### src/verilog/csp_defs.vh
// Purpose: shared constants of the codec serial framing port
// Assumes: included by bare name from every design file
// Notes: frame lengths in shift clock bit periods
`ifndef CSP_DEFS_VH
`define CSP_DEFS_VH

`define CSP_WORD_BITS 16
`define CSP_BYTE_BITS 8
`define CSP_CNT_W 5
`define CSP_LAST_BIT 5'h0f
`define CSP_BYTE_LAST 5'h07

// control register layout and reset value
`define CSP_CTRL_BIT11 11
`define CSP_CTRL_RESET 16'h02e4

// low two bits of a primary dac word that ask for a secondary frame
`define CSP_SEC_REQ 2'h3

// synchroniser lanes
`define CSP_SYN_W 5
`define CSP_SYN_SCLK 0
`define CSP_SYN_DIN 1
`define CSP_SYN_SEC 2
`define CSP_SYN_BYTE 3
`define CSP_SYN_DUAL 4

// fifo defaults
`define CSP_FIFO_DEPTH 8
`define CSP_FIFO_AW 3

`endif

### src/verilog/csp_fifo.v
// Purpose: sample buffer between converter side and serial shifter
// Assumes: one clock; in_ready and out_data come from registers
// Notes: output stage adds one word of capacity beyond DEPTH
`timescale 1ns/1ps
`include "csp_defs.vh"

module csp_fifo #(
  parameter WIDTH = 16,
  parameter DEPTH = `CSP_FIFO_DEPTH,
  parameter AW = `CSP_FIFO_AW
) (
  input wire clk,
  input wire rst,
  input wire [WIDTH-1:0] in_data,
  input wire in_valid,
  output reg in_ready,
  output reg [WIDTH-1:0] out_data,
  output reg out_valid,
  input wire out_ready
);

reg [WIDTH-1:0] mem [0:DEPTH-1];
reg [AW-1:0] wr_ptr;
reg [AW-1:0] rd_ptr;
reg [AW:0] count;
reg [AW:0] next_count;
wire push;
wire pop;

assign push = in_valid && in_ready;
// refill the output register whenever it is empty or being drained
assign pop = (count != {(AW+1){1'b0}}) && (!out_valid || out_ready);

always @* begin
  next_count = count;
  if (push && !pop) begin
    next_count = count + {{AW{1'b0}}, 1'b1};
  end else if (pop && !push) begin
    next_count = count - {{AW{1'b0}}, 1'b1};
  end
end

always @(posedge clk) begin
  if (push) begin
    mem[wr_ptr] <= in_data;
  end
end

always @(posedge clk or posedge rst) begin
  if (rst) begin
    wr_ptr <= {AW{1'b0}};
    rd_ptr <= {AW{1'b0}};
    count <= {(AW+1){1'b0}};
    in_ready <= 1'b1;
    out_valid <= 1'b0;
    out_data <= {WIDTH{1'b0}};
  end else begin
    count <= next_count;
    // registered ready, so the source sees full without a combinational path
    in_ready <= (next_count != DEPTH[AW:0]);
    if (push) begin
      wr_ptr <= (wr_ptr == DEPTH[AW-1:0] - {{(AW-1){1'b0}}, 1'b1}) ? {AW{1'b0}} : wr_ptr + {{(AW-1){1'b0}}, 1'b1};
    end
    if (pop) begin
      out_data <= mem[rd_ptr];
      out_valid <= 1'b1;
      rd_ptr <= (rd_ptr == DEPTH[AW-1:0] - {{(AW-1){1'b0}}, 1'b1}) ? {AW{1'b0}} : rd_ptr + {{(AW-1){1'b0}}, 1'b1};
    end else if (out_ready) begin
      out_valid <= 1'b0;
    end
  end
end

endmodule // csp_fifo

### src/verilog/csp_serial_port.v
// Purpose: frame syncs, strobes and bit shifting of the codec serial port
// Assumes: shift clock generated outside, sampled here; host samples on its falling edge
// Notes: outputs change on rising shift clock edges, dac input is taken on falling ones
`timescale 1ns/1ps
`include "csp_defs.vh"

////////////////////////////////////////////////////////////////////////////////
// Behaviour
// - dual-word mode drives pin from control bit 11
// - reset clears control bit 11, pin low
// - pin follows control bit 11 immediately
// - word format: one low end strobe pulse
// - byte format: strobe low from the end of the first byte to the end of the frame
// - secondary sync high during primary frames
// - secondary sync copies transmit sync in secondary
// - receive sync low while sample bits shift
// - msb placed before receive sync falls
// - transmit sync low during inbound transfer
// - secondary frames forward secondary data input
// - all bits timed by the shift clock
module csp_serial_port #(
  parameter WIDTH = `CSP_WORD_BITS,
  parameter FIFO_DEPTH = `CSP_FIFO_DEPTH,
  parameter FIFO_AW = `CSP_FIFO_AW
) (
  input wire clk,
  input wire rst,
  input wire shift_clk,
  input wire dac_serial_in,
  input wire secondary_data_in,
  input wire byte_format_sel,
  input wire dual_word_sel,
  input wire [WIDTH-1:0] sample_data,
  input wire sample_valid,
  output wire sample_ready,
  output reg sample_serial_out,
  output reg receive_frame_sync,
  output reg transmit_frame_sync,
  output reg secondary_frame_sync,
  output reg end_of_receive_strobe,
  output reg bit_eleven_pin,
  output reg [WIDTH-1:0] dac_word,
  output reg dac_word_valid,
  output reg [WIDTH-1:0] control_word
);

localparam ST_IDLE = 4'h1;
localparam ST_LEAD = 4'h2;
localparam ST_SHIFT = 4'h4;
localparam ST_DONE = 4'h8;

// one step of a frame bit counter, shared by both directions
function [`CSP_CNT_W-1:0] cnt_inc;
  input [`CSP_CNT_W-1:0] value;
  begin
    cnt_inc = value + {{(`CSP_CNT_W-1){1'b0}}, 1'b1};
  end
endfunction

////////////////////////////////////////////////////////////////////////////////
// pin synchronisers
reg [`CSP_SYN_W-1:0] syn_meta;
reg [`CSP_SYN_W-1:0] syn;
reg sclk_prev;
wire sclk_rise;
wire sclk_fall;
wire din;
wire sec_in;
wire byte_mode;
wire dual_mode;

always @(posedge clk or posedge rst) begin
  if (rst) begin
    syn_meta <= {`CSP_SYN_W{1'b0}};
    syn <= {`CSP_SYN_W{1'b0}};
    sclk_prev <= 1'b0;
  end else begin
    syn_meta <= {dual_word_sel, byte_format_sel, secondary_data_in, dac_serial_in, shift_clk};
    syn <= syn_meta;
    sclk_prev <= syn[`CSP_SYN_SCLK];
  end
end

// edges seen on the second stage only; adds two cycles of latency to every bit
assign sclk_rise = syn[`CSP_SYN_SCLK] && !sclk_prev;
assign sclk_fall = !syn[`CSP_SYN_SCLK] && sclk_prev;
assign din = syn[`CSP_SYN_DIN];
assign sec_in = syn[`CSP_SYN_SEC];
assign byte_mode = syn[`CSP_SYN_BYTE];
assign dual_mode = syn[`CSP_SYN_DUAL];

////////////////////////////////////////////////////////////////////////////////
// sample buffer
wire [WIDTH-1:0] fifo_data;
wire fifo_valid;
reg fifo_pop;

csp_fifo #(
  .WIDTH(WIDTH),
  .DEPTH(FIFO_DEPTH),
  .AW(FIFO_AW)
) u_fifo (
  .clk(clk),
  .rst(rst),
  .in_data(sample_data),
  .in_valid(sample_valid),
  .in_ready(sample_ready),
  .out_data(fifo_data),
  .out_valid(fifo_valid),
  .out_ready(fifo_pop)
);

////////////////////////////////////////////////////////////////////////////////
// inbound word assembly and control register
reg [WIDTH-1:0] rx_shift;
reg [`CSP_CNT_W-1:0] rx_cnt;
reg sec_frame;
reg sec_pending;
reg [WIDTH-1:0] next_ctrl;
wire rx_take;
wire rx_last;
wire [WIDTH-1:0] rx_word;

assign rx_take = sclk_fall && !transmit_frame_sync;
assign rx_last = rx_take && (rx_cnt == `CSP_LAST_BIT);
assign rx_word = {rx_shift[WIDTH-2:0], din};

always @* begin
  next_ctrl = control_word;
  // secondary frames carry control words; primary frames carry dac data
  if (rx_last && sec_frame) begin
    next_ctrl = rx_word;
  end
end

always @(posedge clk or posedge rst) begin
  if (rst) begin
    rx_shift <= {WIDTH{1'b0}};
    rx_cnt <= {`CSP_CNT_W{1'b0}};
    control_word <= `CSP_CTRL_RESET;
    bit_eleven_pin <= 1'b0;
    dac_word <= {WIDTH{1'b0}};
    dac_word_valid <= 1'b0;
  end else begin
    dac_word_valid <= 1'b0;
    control_word <= next_ctrl;
    // pin fed from the next value so it moves on the same edge as the register
    bit_eleven_pin <= dual_mode && next_ctrl[`CSP_CTRL_BIT11];
    if (transmit_frame_sync) begin
      rx_cnt <= {`CSP_CNT_W{1'b0}};
    end else if (rx_take) begin
      rx_shift <= rx_word;
      rx_cnt <= cnt_inc(rx_cnt);
      if (rx_last && !sec_frame) begin
        dac_word <= rx_word;
        dac_word_valid <= 1'b1;
      end
    end
  end
end

////////////////////////////////////////////////////////////////////////////////
// frame sequencer, acts on rising shift clock edges; a secondary request is latched on a falling one
reg [3:0] state;
reg [WIDTH-1:0] tx_shift;
reg [`CSP_CNT_W-1:0] bit_cnt;
wire strobes_on;

// end strobe is only meaningful in word/byte mode, idle high otherwise
assign strobes_on = !dual_mode && !sec_frame;

always @(posedge clk or posedge rst) begin
  if (rst) begin
    state <= ST_IDLE;
    tx_shift <= {WIDTH{1'b0}};
    bit_cnt <= {`CSP_CNT_W{1'b0}};
    sec_frame <= 1'b0;
    sec_pending <= 1'b0;
    fifo_pop <= 1'b0;
    sample_serial_out <= 1'b0;
    receive_frame_sync <= 1'b1;
    transmit_frame_sync <= 1'b1;
    secondary_frame_sync <= 1'b1;
    end_of_receive_strobe <= 1'b1;
  end else begin
    fifo_pop <= 1'b0;
    if (rx_last && !sec_frame && dual_mode && (rx_word[1:0] == `CSP_SEC_REQ)) begin
      sec_pending <= 1'b1;
    end
    if (sclk_rise) begin
      case (state)
        ST_IDLE: begin
          sample_serial_out <= 1'b0;
          if (fifo_valid && !fifo_pop) begin
            tx_shift <= fifo_data;
            sample_serial_out <= fifo_data[WIDTH-1];
            fifo_pop <= 1'b1;
            sec_frame <= 1'b0;
            state <= ST_LEAD;
          end
        end
        ST_LEAD: begin
          // syncs fall one bit period after the msb is on the line
          receive_frame_sync <= 1'b0;
          transmit_frame_sync <= 1'b0;
          secondary_frame_sync <= !sec_frame;
          if (sec_frame) begin
            sample_serial_out <= sec_in;
          end
          bit_cnt <= {`CSP_CNT_W{1'b0}};
          state <= ST_SHIFT;
        end
        ST_SHIFT: begin
          if (bit_cnt == `CSP_LAST_BIT) begin
            receive_frame_sync <= 1'b1;
            transmit_frame_sync <= 1'b1;
            secondary_frame_sync <= 1'b1;
            end_of_receive_strobe <= !(strobes_on && !byte_mode);
            state <= ST_DONE;
          end else begin
            bit_cnt <= cnt_inc(bit_cnt);
            tx_shift <= {tx_shift[WIDTH-2:0], 1'b0};
            sample_serial_out <= sec_frame ? sec_in : tx_shift[WIDTH-2];
            if (bit_cnt == `CSP_BYTE_LAST && strobes_on && byte_mode) begin
              end_of_receive_strobe <= 1'b0;
            end
          end
        end
        ST_DONE: begin
          end_of_receive_strobe <= 1'b1;
          if (sec_pending && dual_mode) begin
            sec_pending <= 1'b0;
            sec_frame <= 1'b1;
            sample_serial_out <= sec_in;
            state <= ST_LEAD;
          end else begin
            sec_pending <= 1'b0;
            sec_frame <= 1'b0;
            sample_serial_out <= 1'b0;
            state <= ST_IDLE;
          end
        end
        default: begin
          state <= ST_IDLE;
        end
      endcase
    end
  end
end

endmodule // csp_serial_port

### config.mk
export PLATFORM = sky130hd
export DESIGN_NAME = csp_serial_port
export DESIGN_NICKNAME = d
export VERILOG_FILES = /design/src/verilog/csp_fifo.v /design/src/verilog/csp_serial_port.v
export VERILOG_INCLUDE_DIRS = /design/src /design/src/verilog
export SDC_FILE = /design/constraint.sdc
export NUM_CORES = 1
export LEC_CHECK = 0
export BUFFER_PORTS_ARGS = -buffer_cell sky130_fd_sc_hd__clkbuf_2
export CORE_ASPECT_RATIO = 0.5
export CORE_UTILIZATION = 44
export DETAILED_ROUTE_END_ITERATION = 16
export PLACE_DENSITY_LB_ADDON = 0.15
export SLEW_MARGIN = 20
export SYNTH_ARGS = -nofsm -noshare
export SYNTH_HDL_FRONTEND = slang
export SYNTH_SLANG_ARGS = --single-unit
### constraint.sdc
create_clock -name clk -period 3.1 [get_ports clk]
set_clock_uncertainty 0.05 [all_clocks]
set_input_delay 0 -clock clk [delete_from_list [all_inputs] [get_ports clk]]
set_output_delay 0 -clock clk [all_outputs]
set_load 0.01 [all_outputs]
Word-level counts from Yosys, hierarchy flattened
Memories as Yosys holds them, arrays and structs flattened. A register that Yosys moved wholly into a read port is not among the register bits.
Cells that the tools add are included.
{ "op_classes": {"n_reduce_logical": 48, "bitwise_logic": 1, "eq_ne": 16, "mul": 0, "magnitude_cmp": 0, "addsub": 6, "shift": 0, "mux": 44, "div": 0} }
{ "op_table": {"columns": ["cell", "n"], "rows": [
  ["$mux W15", 2],
  ["$pmux W15 S2", 1],
  ["$mux W1", 23],
  ["$logic_and A1 B1 Y1", 19],
  ["$reduce_and A3 Y1", 6],
  ["$mux W4", 4],
  ["$pmux W4 S4", 1],
  ["$mux W5", 3],
  ["$mux W12", 1],
  ["$reduce_bool A2 Y1", 6],
  ["$logic_not A1 Y1", 11],
  ["$add A5 B1 Y5 const B", 2],
  ["$eq A5 B4 Y1 const B", 2],
  ["$pmux W5 S2", 1],
  ["$ne A2 B2 Y1 const B", 4],
  ["$pmux W1 S2", 4],
  ["$reduce_and A4 Y1", 2],
  ["$reduce_bool A4 Y1", 2],
  ["$add A3 B1 Y3 const B", 2],
  ["$eq A3 B3 Y1 const B", 2],
  ["$mux W3", 2],
  ["$eq A5 B3 Y1 const B", 1],
  ["$add A4 B1 Y4 const B", 1],
  ["$eq A4 B1 Y1 const B", 1],
  ["12 further kinds", 12]
]} }
{ "totals": {"mem_count": 1, "wordCells": 141, "rom_bits": 0, "ram_bits": 128, "regBits": 108, "output_inout_bits": 40, "input_bits": 24, "latchBits": 0} }
{ "memory_table": {"columns": ["name", "words", "word_bits", "read_ports", "rd_clocked_by_memory_dff", "write_ports", "line_no", "source"], "rows": [
  ["u_fifo.mem", 8, 16, 1, 1, 1, "csp_fifo.v:22", "reg [WIDTH-1:0] mem [0:DEPTH-1];"]
]} }

Depth between registers and ports, before layout
{ "logic_depth": {"ltp_word": 10, "depth_mapped": 9, "depth_no_buf": 7} }

Modules after synthesis
From an unflattened synthesis, not the netlist that was laid out.
{ "hier_totals": {"hier_cells": 642, "area_unflattened_um2": 10253.6} }
{ "by_module_without_submodules": {"columns": ["mod", "n_inst", "area_per_inst_um2", "cells_each"], "rows": [
  ["csp_fifo", 1, 6149.6, 319],
  ["csp_serial_port", 1, 4103.9, 323]
]} }

Worst setup path before layout
Ideal clock, no wire load.
{ "synth_timing": {"path_type": "reg2reg", "start": "register u_fifo.in_ready", "end": "memory u_fifo.mem[0][0] (enable)", "setup_time_ns": 0.430, "arrival_ns": 2.443, "synth_period_minus_slack_ns": 2.923, "stages_incl_launch_ff": 4, "slack_ns": 0.177, "cell_sequence": "dfstp_2 > nand2_1 > clkbuf_1 > nor4_1"} }
{ "synth_via": {"elab_chain_cells": 3} }
{ "synth_rtl": {"columns": ["item", "line_no", "source"], "rows": [
  ["start, declared", "csp_fifo.v:16", "output reg in_ready,"],
  ["start signal, assigned", "csp_fifo.v:60", "in_ready <= (next_count != DEPTH[AW:0]);"],
  ["$logic_and A1 B1 Y1", "csp_fifo.v:30", "assign push = in_valid && in_ready;"],
  ["$mux W1", "csp_fifo.v:44", "if (push) begin"],
  ["$mux W1 (implied by the code)", "csp_fifo.v:45", "mem[wr_ptr] <= in_data;"],
  ["end, declared", "csp_fifo.v:22", null]
]} }
No other way between the ends.

Final worst setup path
{ "layout_timing": {"start": "register bit_cnt[0]", "end": "register tx_shift[12]"} }
{ "layout_via": {"elab_chain_cells": 3} }
{ "layout_rtl": {"columns": ["item", "line_no", "source"], "rows": [
  ["start, declared", "csp_serial_port.v:166", "reg [`CSP_CNT_W-1:0] bit_cnt;"],
  ["start signal, assigned", "csp_serial_port.v:176", "bit_cnt <= {`CSP_CNT_W{1'b0}};"],
  ["start signal, assigned", "csp_serial_port.v:210", "bit_cnt <= {`CSP_CNT_W{1'b0}};"],
  ["start signal, assigned", "csp_serial_port.v:221", "bit_cnt <= cnt_inc(bit_cnt);"],
  ["$eq A5 B4 Y1 (no line)", null, null],
  ["$ne A2 B2 Y1 (no line)", null, null],
  ["$reduce_and A4 Y1 (no line)", null, null],
  ["end signal, assigned", "csp_serial_port.v:175", "tx_shift <= {WIDTH{1'b0}};"],
  ["end signal, assigned", "csp_serial_port.v:195", "tx_shift <= fifo_data;"],
  ["end signal, assigned", "csp_serial_port.v:222", "tx_shift <= {tx_shift[WIDTH-2:0], 1'b0};"],
  ["end, declared", "csp_serial_port.v:165", "reg [WIDTH-1:0] tx_shift;"]
]} }
No other way between the ends.
A chain may end at the register's enable or synchronous reset.

==> impl_metrics.toml <==
[timing]
hold_viol = 0
max_clock_freq_ghz = 0.4579
drv_slew = 0
setup_viol = 0
period_needed_ns = 2.184
rsz0062_at_grt = "false"
setup_tns_ns = 0
fin_crit_sh_pct = 70.45
slew_headroom_pct = 40.47
tightestPinTransition_ns = 0.8911

[power]
ir_drop_v = 0.0003466
p_total_mw = 9.933
power_density_mw_per_mm2 = 843.5
p_leak_nw = 4.669

[cells_and_area]
stdcell_count = 1045
multi_input_area_mm2 = 0.002905
syn_to_final_growth_pct = 17.56
n_fill_cell = 1784
drive_above_1_share_pct = 30.47
regArea_mm2 = 0.006960
nets = 762
antenna_cells = 0

[drt]
ant_nets = 0
drt_iter0_drc = 441
firstDrtPassIters = 5
routed_wire_length_per_instance_um = 17.80
wl_um = 18600
vias_per_cell = 5.265
drc = 0
via_count = 5502

[grt]
grt.total_usage_pct = 17.02
antenna_found_initial = 0
grt_max_degree = 59
grt_pass1_vias = 5544
grt_pass1_wl_um = 30940
grt_overflow = 0

[critical_path]
start_kind = "flop"
reg2reg_slack_ns = 0.92
worst-endpoint-arrival_ns = 2.53
critPathMaxFanout = 30
crit_required_ns = 3.44
criticalPathCategory = "flop to flop"
cp-end-kind = "flop"

[synthesis]
synth_top_area_share_pct = 38.38
synth_largest_area_cell = "edfxtp_1"
postSynth.asyncResetShare_pct = 49.21
ys_seq_area_share_pct = 69.48
ys.flop_type = "edfxtp_1"
yosysMostFrequentCell = "edfxtp_1"
synth_seq_cells = 252
synth_area_mm2 = 0.01002
syn_area_per_cell_um2 = 15.95
synth_cell_types = 52
synthTopCellsByArea = "edfxtp_1 38%, dfrtp_1 28%, mux4_2 7.2%"
synth_edf_count = 128
synthesis.nets = 662
synth_commonest_cells = "128 x edfxtp_1, 114 x dfrtp_1, 50 x mux2_2"
syn_inst = 628
ys.warnings.count = 0

[floorplan]
die_x_um = 215.4
die_h_um = 108.7
fp.coreArea_mm2 = 0.02201
dieArea_mm2 = 0.02341
start_util_pct = 45.50
io_pins = 64
rows = 38

[cts]
cts_tree = "built"
clock_latency_ns = 0.52
cts_setup_buffers = 0
clkSinkCount = 252
cts_buffers = 23
cts_resized = 0
htree_levels = 1
clk_path_buf_depth = 3
clkSlewWorstSetupHoldPaths_ns = 0.07
root_buffer = "clkbuf_16"

[place]
gp_congestion = 0.8060
placedCellCount = 978
io_buffers = 63
dp.final_hpwl_um = 11180

[outcome]
status = "finished clean"

[flow_run]
maxCapViolCount = 0

[hold_path]
hold_path_class = "input pin to flop"
## final cells by class
| cell class | count | area share, % |
|---|---|---|
| Clock buffer | 28 | 5.047 |
| Clock inverter | 14 | 1.286 |
| Inverter | 7 | 0.2550 |
| Multi-Input combinational cell | 335 | 24.67 |
| Sequential cell | 252 | 59.11 |
| Tap cell | 300 | 3.188 |
| Timing Repair Buffer | 109 | 6.439 |
## worst max-delay path: stages (launching register included)
cell and delay, ns:
dfrtp_1 0.41, ha_1 0.22, and3_1 0.17, ha_1 0.46, nand2_1 0.17, o211ai_1 0.14
buf_4 0.30, o21ai_0 0.14
## path summary, 6_finish.rpt
check                                       start                       end  cells after the start
setup / recovery           bit_cnt[0]$_DFFE_PP0P_  tx_shift[12]$_DFFE_PP0P_                      7
hold / removal                      dac_serial_in     syn_meta[1]$_DFF_PP0_                      2
setup reg to reg           bit_cnt[0]$_DFFE_PP0P_  tx_shift[12]$_DFFE_PP0P_                      7
hold reg to reg             syn_meta[2]$_DFF_PP0_          syn[2]$_DFF_PP0_                      0
max in group asynchronous                     rst      state[0]$_DFFE_PP1P_                      5
min in group asynchronous                     rst  dac_word_valid$_DFF_PP0_                      4
## cell families after synthesis
| logic type | share of synthesized area [%] |
|---|---|
| simple gates | 6.409 |
| compound gates | 4.547 |
| mux | 16.02 |
| xor+xnor | 0.4373 |
| fa+ha+maj | 1.249 |
| buf+inv | 1.861 |
| flops | 69.48 |
## where the power goes
group	internal [mW]	switching, mW
Combinational	1.14	1.21
Sequential	4.24	0.490
Clock	1.63	1.22
Total	7.01	2.93
## stage by stage
stage	util (%)	setup WS [ns]	hold slack, ns	area (um2)
after floorplan	-	0.1768	-0.01857	10020
after global placement	48.92	0.9429	0.05879	10770
after detailed placement	48.92	0.9400	0.06009	10770
after CTS	53.35	0.9312	0.05552	11750
after global routing	53.49	0.6677	0.07015	11780
final	53.49	0.9159	0.07637	11780
## placed cells by master (no fill, tap or decap), types with 19 or more instances in the layout
master / n
a21oi_1: 26
buf_4: 19
clkbuf_16: 23
clkbuf_2: 63
dfrtp_1: 113
dlygate4sd3_1: 24
edfxtp_1: 128
mux2_2: 50
mux2i_1: 32
mux4_2: 32
nand2_1: 42
nor2_1: 30
o21ai_0: 33
## routing by layer
layer	track usage (%)	vias to the layer above	routed length, um
li1	-	2570	-
met1	24.83	2799	9046
met2	26.68	108	8432
met3	3.459	25	839
met4	3.546	0	282
met5	0	-	0
## what timing repair did
item | in CTS | in global routing
hold endpoints to repair | 171 | 5
hold buffers | 23 | 1
endpoints found under the setup margin | 0 | 0
## state kept, by name, summed over array words and instances (netlist names), 3 cells and up
signal	count
u_fifo.mem	128
control_word	16
bit_cnt	5
dac_word	16
syn_meta	5
tx_shift	15
rx_shift	15
u_fifo.out_data	16
state	4
u_fifo.count	4
u_fifo.rd_ptr	3
syn	5
rx_cnt	5
u_fifo.wr_ptr	3
(Power assumes the default switching activity.)
